[config.mk]
export PLATFORM = sky130hd
export DESIGN_NAME = bsd_decode
export DESIGN_NICKNAME = d
export VERILOG_FILES = /design/src/bsd_pkg.sv /design/src/bsd_slot_latch.sv /design/src/bsd_decode.sv
export VERILOG_INCLUDE_DIRS = /design/src
export SDC_FILE = /design/constraint.sdc
export NUM_CORES = 1
export LEC_CHECK = 0
export ABC_AREA = 1
export ABC_CLOCK_PERIOD_IN_PS = 3400
export BUFFER_PORTS_ARGS = -buffer_cell sky130_fd_sc_hd__buf_2
export CORE_ASPECT_RATIO = 0.6
export CORE_MARGIN = 2
export CORE_UTILIZATION = 50
export DETAILED_ROUTE_END_ITERATION = 10
export MAX_ROUTING_LAYER = met4
export PLACE_DENSITY = 0.74
export SLEW_MARGIN = 5
export SYNTH_ARGS = -nofsm -noshare
export SYNTH_HDL_FRONTEND = slang
export SYNTH_SLANG_ARGS = --single-unit
[constraint.sdc]
create_clock -name REF_CLK_IN -period 3.4 [get_ports REF_CLK_IN]
set_input_delay 0.68 -clock REF_CLK_IN [delete_from_list [all_inputs] [get_ports REF_CLK_IN]]
set_output_delay 0.68 -clock REF_CLK_IN [all_outputs]
set_load 0.01 [all_outputs]
[src/bsd_params.svh]
// Purpose: Address map and field constants for bus select and memory decode
// Assumes: 16-bit processor address, 8-bit data
// Notes:   Shared by the decoder and the slot select latch
`ifndef BSD_PARAMS_SVH
`define BSD_PARAMS_SVH
`define BSD_ONCHIP_LAST   16'h007f
`define BSD_RAM_BASE      16'h2000
`define BSD_RAM_LAST      16'h27ff
`define BSD_EXP_BASE      16'h2800
`define BSD_EXP_LAST      16'h2fff
`define BSD_LATCH_ADDR    16'h3000
`define BSD_TP_BASE       16'h3800
`define BSD_TP_LAST       16'h3fff
`define BSD_BLK_MSB       15
`define BSD_BLK_LSB       13
`define BSD_BLK_LOW       3'h0
`define BSD_BLK_RAMIO     3'h1
`define BSD_BLK_ROM       3'h7
`define BSD_ROM_PICK_BIT  12
`define BSD_LATCH_RESET   8'h00
`endif

[src/bsd_pkg.sv]
// Purpose: Types for bus select and memory decode
// Assumes: Nothing beyond the constants header
// Notes:   Data path owner of the current cycle
package bsd_pkg;
    typedef enum logic [2:0] {BSD_NONE, BSD_INT, BSD_EXT, BSD_SWITCH, BSD_ONCHIP} bsd_src_t;
endpackage

[src/bsd_slot_latch.sv]
// Purpose: Write-only slot select latch
// Assumes: Load strobe already decoded and aligned to the clock fall
// Notes:   No read path exists, so software must shadow the value
`timescale 1ns/1ns
`include "bsd_params.svh"
module bsd_slot_latch
    import bsd_pkg::*;
#(
    parameter int DATA_W = 8
)
(
    input  wire logic              clk_in,
    input  wire logic              srst_in,
    input  wire logic              load_in,
    input  wire logic [DATA_W-1:0] data_in,
    output logic      [DATA_W-1:0] q_out
);
    logic [DATA_W-1:0] q_r;
    logic [DATA_W-1:0] q_nxt;

    always_comb
    begin
        q_nxt = q_r;
        if (load_in)
            q_nxt = data_in;
    end

    always_ff @(posedge clk_in)
    begin
        if (srst_in)
            q_r <= DATA_W'(`BSD_LATCH_RESET);
        else
            q_r <= q_nxt;
    end

    assign q_out = q_r;
endmodule

[src/bsd_decode.sv]
// Purpose: Data bus selection, memory selects and slot latch control
// Assumes: All processor pins asynchronous to REF_CLK_IN, two-flop synced
// Notes:   Outputs lag the pins by three clocks; phi2 must be slow vs 25 MHz
`timescale 1ns/1ns
`include "bsd_params.svh"
module bsd_decode
    import bsd_pkg::*;
#(
    parameter int   ADDR_W          = 16,
    parameter int   DATA_W          = 8,
    parameter int   SLOTS           = 6,
    parameter bit   EXP_RAM_PRESENT = 1'b0
)
(
    input  wire logic              REF_CLK_IN,
    input  wire logic              SRST_IN,
    input  wire logic [ADDR_W-1:0] ADDR_IN,
    input  wire logic [DATA_W-1:0] DATA_IN,
    input  wire logic              VALID_ADDR_STROBE_IN,
    input  wire logic              READ_NOT_WRITE_IN,
    input  wire logic              PHASE_TWO_CLOCK_IN,
    input  wire logic              FORCED_INSTR_IN,
    input  wire logic              EXT_INHIBIT_IN,
    input  wire logic              ROM_DISABLE_IN,
    output logic                   INT_BUS_EN_OUT,
    output logic                   EXT_BUS_EN_OUT,
    output logic                   SWITCH_BUF_EN_OUT,
    output logic                   ONCHIP_RAM_EN_OUT,
    output logic                   SYS_RAM_SEL_OUT,
    output logic                   ROM_LOW_SEL_OUT,
    output logic                   ROM_HIGH_SEL_OUT,
    output logic                   ROM_OUT_EN_OUT,
    output logic                   EXT_VALID_STROBE_OUT,
    output logic                   EXT_READ_NOT_WRITE_OUT,
    output logic                   INT_VALID_STROBE_OUT,
    output logic                   INT_READ_NOT_WRITE_OUT,
    output logic                   ANALYSIS_TEST_POINT_OUT,
    output logic                   INTERNAL_DATA_TOP_BIT_OUT,
    output logic                   INTERNAL_DATA_TOP_BIT_OE_OUT,
    output logic [SLOTS-1:0]       SLOT_SELECT_LINE_OUT,
    output logic [DATA_W-SLOTS-1:0] LATCH_SPARE_OUT
);
    localparam int SYNC_W = ADDR_W + DATA_W + 6;

    // Decode map is fixed at a 16-bit address and an 8-bit latch
    if (ADDR_W != 16 || DATA_W != 8 || SLOTS < 1 || SLOTS >= DATA_W)
    begin
        $error("bsd_decode: unsupported width parameters");
    end

    function automatic logic in_span(input logic [15:0] a, input logic [15:0] lo,
                                     input logic [15:0] hi);
        in_span = (a >= lo) && (a <= hi);
    endfunction

    // Two-flop synchroniser for every pin except SRST_IN; first stage read only by second
    logic [SYNC_W-1:0] sync_meta_r;
    logic [SYNC_W-1:0] sync_r;
    logic              phi2_prev_r;

    always_ff @(posedge REF_CLK_IN)
    begin
        if (SRST_IN)
        begin
            sync_meta_r <= '0;
            sync_r      <= '0;
            phi2_prev_r <= 1'b0;
        end
        else
        begin
            sync_meta_r <= {ADDR_IN, DATA_IN, VALID_ADDR_STROBE_IN, READ_NOT_WRITE_IN,
                            PHASE_TWO_CLOCK_IN, FORCED_INSTR_IN, EXT_INHIBIT_IN,
                            ROM_DISABLE_IN};
            sync_r      <= sync_meta_r;
            phi2_prev_r <= sync_r[3];
        end
    end

    logic [15:0]       addr;
    logic [DATA_W-1:0] data;
    logic              vma;
    logic              rnw;
    logic              phi2;
    logic              forced;
    logic              inhibit;
    logic              rom_off;

    assign {addr, data, vma, rnw, phi2, forced, inhibit, rom_off} = sync_r;

    logic              int_en_r,  int_en_nxt;
    logic              ext_en_r,  ext_en_nxt;
    logic              sw_en_r,   sw_en_nxt;
    logic              onchip_r,  onchip_nxt;
    logic              ram_r,     ram_nxt;
    logic              rom_lo_r,  rom_lo_nxt;
    logic              rom_hi_r,  rom_hi_nxt;
    logic              rom_oe_r,  rom_oe_nxt;
    logic              evma_r,    evma_nxt;
    logic              erw_r,     erw_nxt;
    logic              ivma_r,    ivma_nxt;
    logic              irw_r,     irw_nxt;
    logic              tp_r,      tp_nxt;
    logic              top_oe_r,  top_oe_nxt;
    logic              latch_load;
    bsd_src_t          src;
    logic              int_blk;
    logic              ram_hit;
    logic              rom_hit;
    logic [DATA_W-1:0] latch_q;

    always_comb
    begin
        int_blk = addr[`BSD_BLK_MSB:`BSD_BLK_LSB] == `BSD_BLK_LOW   ||
                  addr[`BSD_BLK_MSB:`BSD_BLK_LSB] == `BSD_BLK_RAMIO ||
                  addr[`BSD_BLK_MSB:`BSD_BLK_LSB] == `BSD_BLK_ROM;
        ram_hit = vma && in_span(addr, `BSD_RAM_BASE, `BSD_RAM_LAST);
        rom_hit = vma && !rom_off &&
                  addr[`BSD_BLK_MSB:`BSD_BLK_LSB] == `BSD_BLK_ROM;
        // Priority order makes the sources mutually exclusive
        if (forced)
            src = BSD_SWITCH;
        else if (!vma)
            src = BSD_NONE;
        else if (addr <= `BSD_ONCHIP_LAST)
            src = BSD_ONCHIP;
        else if (addr == `BSD_LATCH_ADDR && rnw)
            src = BSD_SWITCH;
        else if (int_blk)
            src = BSD_INT;
        else
            src = BSD_EXT;

        int_en_nxt = 1'b0;
        ext_en_nxt = 1'b0;
        sw_en_nxt  = 1'b0;
        onchip_nxt = 1'b0;
        case (src)
            BSD_NONE:   ;
            BSD_INT:    int_en_nxt = 1'b1;
            BSD_EXT:    ext_en_nxt = !inhibit;
            BSD_SWITCH: sw_en_nxt  = 1'b1;
            BSD_ONCHIP: onchip_nxt = 1'b1;
            default:    ;
        endcase

        ram_nxt    = ram_hit;
        rom_lo_nxt = rom_hit && !addr[`BSD_ROM_PICK_BIT];
        rom_hi_nxt = rom_hit &&  addr[`BSD_ROM_PICK_BIT];
        rom_oe_nxt = rom_hit && rnw && phi2;

        // Strobes pass uninverted, gated to the area they address
        evma_nxt   = vma && !int_blk;
        erw_nxt    = rnw;
        ivma_nxt   = vma &&  int_blk;
        irw_nxt    = rnw;

        // Test point idles high, drops for an internal write in its window
        tp_nxt     = !(vma && !rnw && in_span(addr, `BSD_TP_BASE, `BSD_TP_LAST));

        // Pull bit 7 high where no RAM answers, so sizing reads see it set
        top_oe_nxt = !EXP_RAM_PRESENT && vma && rnw &&
                     in_span(addr, `BSD_EXP_BASE, `BSD_EXP_LAST);

        // Capture on phi2 falling: the inverted clock's rising edge
        latch_load = phi2_prev_r && !phi2 && vma && !rnw &&
                     addr == `BSD_LATCH_ADDR && !forced;
    end

    always_ff @(posedge REF_CLK_IN)
    begin
        if (SRST_IN)
        begin
            int_en_r <= 1'b0;
            ext_en_r <= 1'b0;
            sw_en_r  <= 1'b0;
            onchip_r <= 1'b0;
            ram_r    <= 1'b0;
            rom_lo_r <= 1'b0;
            rom_hi_r <= 1'b0;
            rom_oe_r <= 1'b0;
            evma_r   <= 1'b0;
            erw_r    <= 1'b1;
            ivma_r   <= 1'b0;
            irw_r    <= 1'b1;
            tp_r     <= 1'b1;
            top_oe_r <= 1'b0;
        end
        else
        begin
            int_en_r <= int_en_nxt;
            ext_en_r <= ext_en_nxt;
            sw_en_r  <= sw_en_nxt;
            onchip_r <= onchip_nxt;
            ram_r    <= ram_nxt;
            rom_lo_r <= rom_lo_nxt;
            rom_hi_r <= rom_hi_nxt;
            rom_oe_r <= rom_oe_nxt;
            evma_r   <= evma_nxt;
            erw_r    <= erw_nxt;
            ivma_r   <= ivma_nxt;
            irw_r    <= irw_nxt;
            tp_r     <= tp_nxt;
            top_oe_r <= top_oe_nxt;
        end
    end

    bsd_slot_latch #(
        .DATA_W (DATA_W)
    ) u_slot_latch (
        .clk_in  (REF_CLK_IN),
        .srst_in (SRST_IN),
        .load_in (latch_load),
        .data_in (data),
        .q_out   (latch_q)
    );

    assign INT_BUS_EN_OUT               = int_en_r;
    assign EXT_BUS_EN_OUT               = ext_en_r;
    assign SWITCH_BUF_EN_OUT            = sw_en_r;
    assign ONCHIP_RAM_EN_OUT            = onchip_r;
    assign SYS_RAM_SEL_OUT              = ram_r;
    assign ROM_LOW_SEL_OUT              = rom_lo_r;
    assign ROM_HIGH_SEL_OUT             = rom_hi_r;
    assign ROM_OUT_EN_OUT               = rom_oe_r;
    assign EXT_VALID_STROBE_OUT         = evma_r;
    assign EXT_READ_NOT_WRITE_OUT       = erw_r;
    assign INT_VALID_STROBE_OUT         = ivma_r;
    assign INT_READ_NOT_WRITE_OUT       = irw_r;
    assign ANALYSIS_TEST_POINT_OUT      = tp_r;
    assign INTERNAL_DATA_TOP_BIT_OUT    = 1'b1;
    assign INTERNAL_DATA_TOP_BIT_OE_OUT = top_oe_r;
    assign SLOT_SELECT_LINE_OUT         = latch_q[SLOTS-1:0];
    assign LATCH_SPARE_OUT              = latch_q[DATA_W-1:SLOTS];
endmodule

### Word-level counts from Yosys, hierarchy flattened

Cells that the tools add are included.

* output and inout bits: 23
* register bits: 82

* order comparisons: 7
* reduce and logical (&&, ||, !) cells: 34
* equality and inequality tests: 7
* bitwise gates (word level): 1
* muxes and demuxes: 8

Operators with widths (number)
* >= comparator 16 x 14 -> 1 bit, second input constant: 3
* less-or-equal comparator 16 x 14 -> 1 bit, second input constant: 3
* logical AND 1 bit: 22
* equality test 16 x 14 -> 1 bit, second input constant: 1
* less-or-equal comparator 16 x 7 -> 1 bit, second input constant: 1
* two-way mux 3 bit: 3
* logical NOT 1 bit: 8
* equality test 3 x 1 -> 1 bit, second input constant: 2
* equality test 3 x 2 -> 1 bit, second input constant: 2
* equality test 3 bit, second input constant: 2
* two-way mux 2 bit: 2
* logical NOT 3 bit: 1
* two-way mux 1 bit: 3
* logical OR 1 bit: 2
* OR reduction 2 bit: 1
* NOT 1 bit: 1

### Depth between registers and ports, before layout

* depth in word-level cells: 11
* depth in mapped cells: 10

### Hierarchy

A second synthesis with hierarchy kept.

* cell total of the unflattened synthesis: 323
* area, all modules: 2637.5 sq um

Modules (own cells, without submodules)
* bsd_decode: area each 2296.0 sq um, times used 1, seq. area each 1481.4 sq um, cells an instance 272
* bsd_slot_latch: area each 341.6 sq um, times used 1, seq. area each 160.2 sq um, cells an instance 51

### Worst setup path after synthesis

Ideal clock, no wire load.

* path type: input to register
* from: input SRST_IN
* to: register onchip_r (netlist: ONCHIP_RAM_EN_OUT)
* stages on the path: 3
* library setup time: 0.128 ns
* path slack: 1.993 ns
* arrival time: 1.279 ns
* cell sequence: clkbuf_1 -> buf_1 -> nor2_1

RTL lines
* start, declared: line bsd_decode.sv:16 `input wire logic SRST_IN,`
* end signal, assigned: line bsd_decode.sv:193 `onchip_r <= onchip_nxt;`
* end, declared: line bsd_decode.sv:93 `logic onchip_r, onchip_nxt;`

No word-level cell between the ends.

### Worst setup path after layout

* from: register u_slot_latch.q_r[2] (netlist: u_slot_latch.q_out[2])
* to: output SLOT_SELECT_LINE_OUT[2]

RTL lines
* start, declared: line bsd_slot_latch.sv:18 `logic [DATA_W-1:0] q_r;`
* start signal, assigned: line bsd_slot_latch.sv:31 `` q_r <= DATA_W'(`BSD_LATCH_RESET); ``
* start signal, assigned: line bsd_slot_latch.sv:33 `q_r <= q_nxt;`
* end, declared: line bsd_decode.sv:40 `output logic [SLOTS-1:0] SLOT_SELECT_LINE_OUT,`

No word-level cell between the ends.

==> out/summary.txt <==
outcome: complete, no violations
multi-input logic area: 634 um2
Critical path buffers and inverters: 1
WP data required: 2720 ps
Num CTS Buffers: 9
Global Route Usage Sum: 15.9%
worst min path class: reg -> reg
antenna-violating nets left: 0
Wirelength per Cell: 9.03 um
largest area contributor in the netlist: dfxtp_1
Clock transition at path regs: 70 ps
Seq/Total Area, Yosys: 62.4%
global-route wire length before repair: 6670 um
buffer depth of the longest clock path: 2
post-synth top area share: 62.4%
Syn Std Cell Area: 2630 um2
Setup TNS Final: 0 ps
P_leak: 1.57 nW
initial antenna violation count: 0
FF+latch count, synth: 82
Setup Skew: 6.94 ps
Post-synth EDFFs: 0
drt pass-1 iters: 4
Placer Congestion: 0.844
fmax: 659 MHz
fin nets: 393
Post-synth top cells: dfxtp_1, nor2_1, inv_1, nand2_1, a21oi_2
min Tclk post-route: 1520 ps
Worst EP arrival: 840 ps
hold slack: 402 ps
CTS tree: built
cell area power density: 569 nW/um2
Critical Path, Cell by Cell: buf_2
CP max FO: 2
Final Hold Vio Count: 0
Final Max Slew Viols: 0
hold buffers post-CTS: 0
Startpoint Class: register
top post-synthesis cells by area: dfxtp_1, nor2_1, inv_1
global route overflow: 0
vias in the first global route: 1579
Top delay family on crit path: flip-flops
layout cells sized above 1: 23.2%
diodes inserted: 0
CTS resizes: 0
VDD IR max: 284 uV
Yosys cell types: 26
Mean Syn Cell Area: 8.56 um2
crit share post-route: 44.7%
final setup fails: 0
vias per cell: 4.16
DR iter-0 viols: 105
Fill cells: 452
async set-reset flop share out of synthesis: 0%
drc violations: 0
crit path capture type: primary output
Die ar.: 5870 um2
Max-Cap Viols: 0
Post-CTS Setup Repair Bufs: 0
Slew headroom: 59.1%
kind of critical path: reg -> out
Total Wirelength: 3900 um
Initial Utilization: 52.0%
Largest stage delay, worst path: 350 ps
Root Buffer: clkbuf_8
I/O Buffers: 53
Die Ht: 60.2 um
CTS H-tree lvls: 3
Die Wd: 97.6 um
Ys Warns: 0
largest net degree at the start of global routing: 65
Row Count: 20
Slowest-stage cell, CP: dfxtp_1
vias: 1795
most frequent cell after synthesis: dfxtp_1
RSZ-0062 raised after global routing: false
area grow syn2layout: 18.9%
I/O pins: 55
detailed placement HPWL: 2730 um
Core Area: 5050 um2
Reg area: 1640 um2
dominant synthesized flop cell: dfxtp_1
clock sinks: 82
Mapped Nets: 339
cells after synthesis: 307
Worst-Skew Late Latency: 340 ps
Worst Tran Pin Value: 613 ps
==> path summary, 6_finish.rpt <==
check	startpoint	to	slack, ps	cells after the start
max	u_slot_latch.q_out[2]$_SDFFE_PP0P_	SLOT_SELECT_LINE_OUT[2]	1880	1
min	sync_meta_r[0]$_SDFF_PP0_	sync_r[0]$_SDFF_PP0_	400	2
min reg2reg	sync_meta_r[0]$_SDFF_PP0_	sync_r[0]$_SDFF_PP0_	400	2
max reg2reg	sync_r[25]$_SDFF_PP0_	u_slot_latch.q_out[1]$_SDFFE_PP0P_	2020	6
==> worst reg2reg max path, cell delays in order, from the launching register on <==
cell,delay (ps)
dfxtp_1,340
nor2_1,90
nand2_1,140
nor2_4,170
nand3_4,240
o21ai_1,250
a21oi_2,40
==> logic make-up after synthesis <==
kind of cell | Yosys count | synth area share (%)
simple gates | 117 | 19.3
buf+inv | 90 | 13.4
other cells | 1 | 0.143
flops | 82 | 62.4
compound gates | 17 | 4.66
==> power by group <==
group          internal (W)   total, W  leakage, nW  switching [W]
Sequential         0.000996    0.00101        0.674      0.0000115
Combinational     0.0000372  0.0000922        0.795      0.0000549
Clock              0.000379   0.000680        0.101       0.000301
Total               0.00141    0.00178         1.57       0.000367
==> cell type report <==
type / count / area share (%)
clock buffers: 14 / 5.20
clock inverters: 2 / 1.12
inverters: 79 / 9.49
multi-input cells: 135 / 20.3
flip-flops and latches: 82 / 52.5
well taps: 66 / 2.64
repair buffers: 54 / 8.73
==> layout by cell type, fill, tap and decap left out, drive strengths merged <==
| cell type | instances |
|---|---|
| nand3 | 6 |
| nor4 | 1 |
| a21oi | 9 |
| inv | 79 |
| nor2 | 81 |
| buf | 54 |
| nand3b | 1 |
| clkinv | 1 |
| nand4 | 3 |
| nand2 | 20 |
| clkbuf | 14 |
| conb | 1 |
| o21ai | 8 |
| or2 | 1 |
| dfxtp | 82 |
| nor3b | 1 |
| nor3 | 3 |
| bufinv | 1 |
==> flip-flops by register name, indices dropped and copies added, names as in the netlist <==
name	cells
ANALYSIS_TEST_POINT_OUT	1
EXT_BUS_EN_OUT	1
EXT_VALID_STROBE_OUT	1
INTERNAL_DATA_TOP_BIT_OE_OUT	1
INT_BUS_EN_OUT	1
INT_READ_NOT_WRITE_OUT	1
INT_VALID_STROBE_OUT	1
ONCHIP_RAM_EN_OUT	1
ROM_HIGH_SEL_OUT	1
ROM_LOW_SEL_OUT	1
ROM_OUT_EN_OUT	1
SWITCH_BUF_EN_OUT	1
SYS_RAM_SEL_OUT	1
phi2_prev_r	1
sync_meta_r	30
sync_r	30
u_slot_latch.q_out	8
==> per-layer routing <==
| metal | track usage (%) | vias to the layer above | wire (um) |
|---|---|---|---|
| met3 | 9.01 | 8 | 273 |
| met4 | 4.76 | 0 | 55 |
| li1 | - | 978 | - |
| met5 | - | - | 0 |
| met1 | 18.4 | 759 | 1990 |
| met2 | 23.7 | 50 | 1580 |
==> stage by stage <==
stage / power [W] / setup slack, ps / cells / utilization [%] / area, um2
2_1_floorplan: 0.00109 / 1990 / 307 / - / 2630
5_1_grt: 0.00187 / 1820 / 432 / 61.8 / 3130
3_3_place_gp: 0.00112 / 1830 / 416 / 57.9 / 2930
6_report: 0.00178 / 1880 / 432 / 61.8 / 3130
4_1_cts: 0.00181 / 1860 / 432 / 61.8 / 3130
3_5_place_dp: 0.00112 / 1780 / 416 / 57.9 / 2930
(Power assumes the default switching activity.)
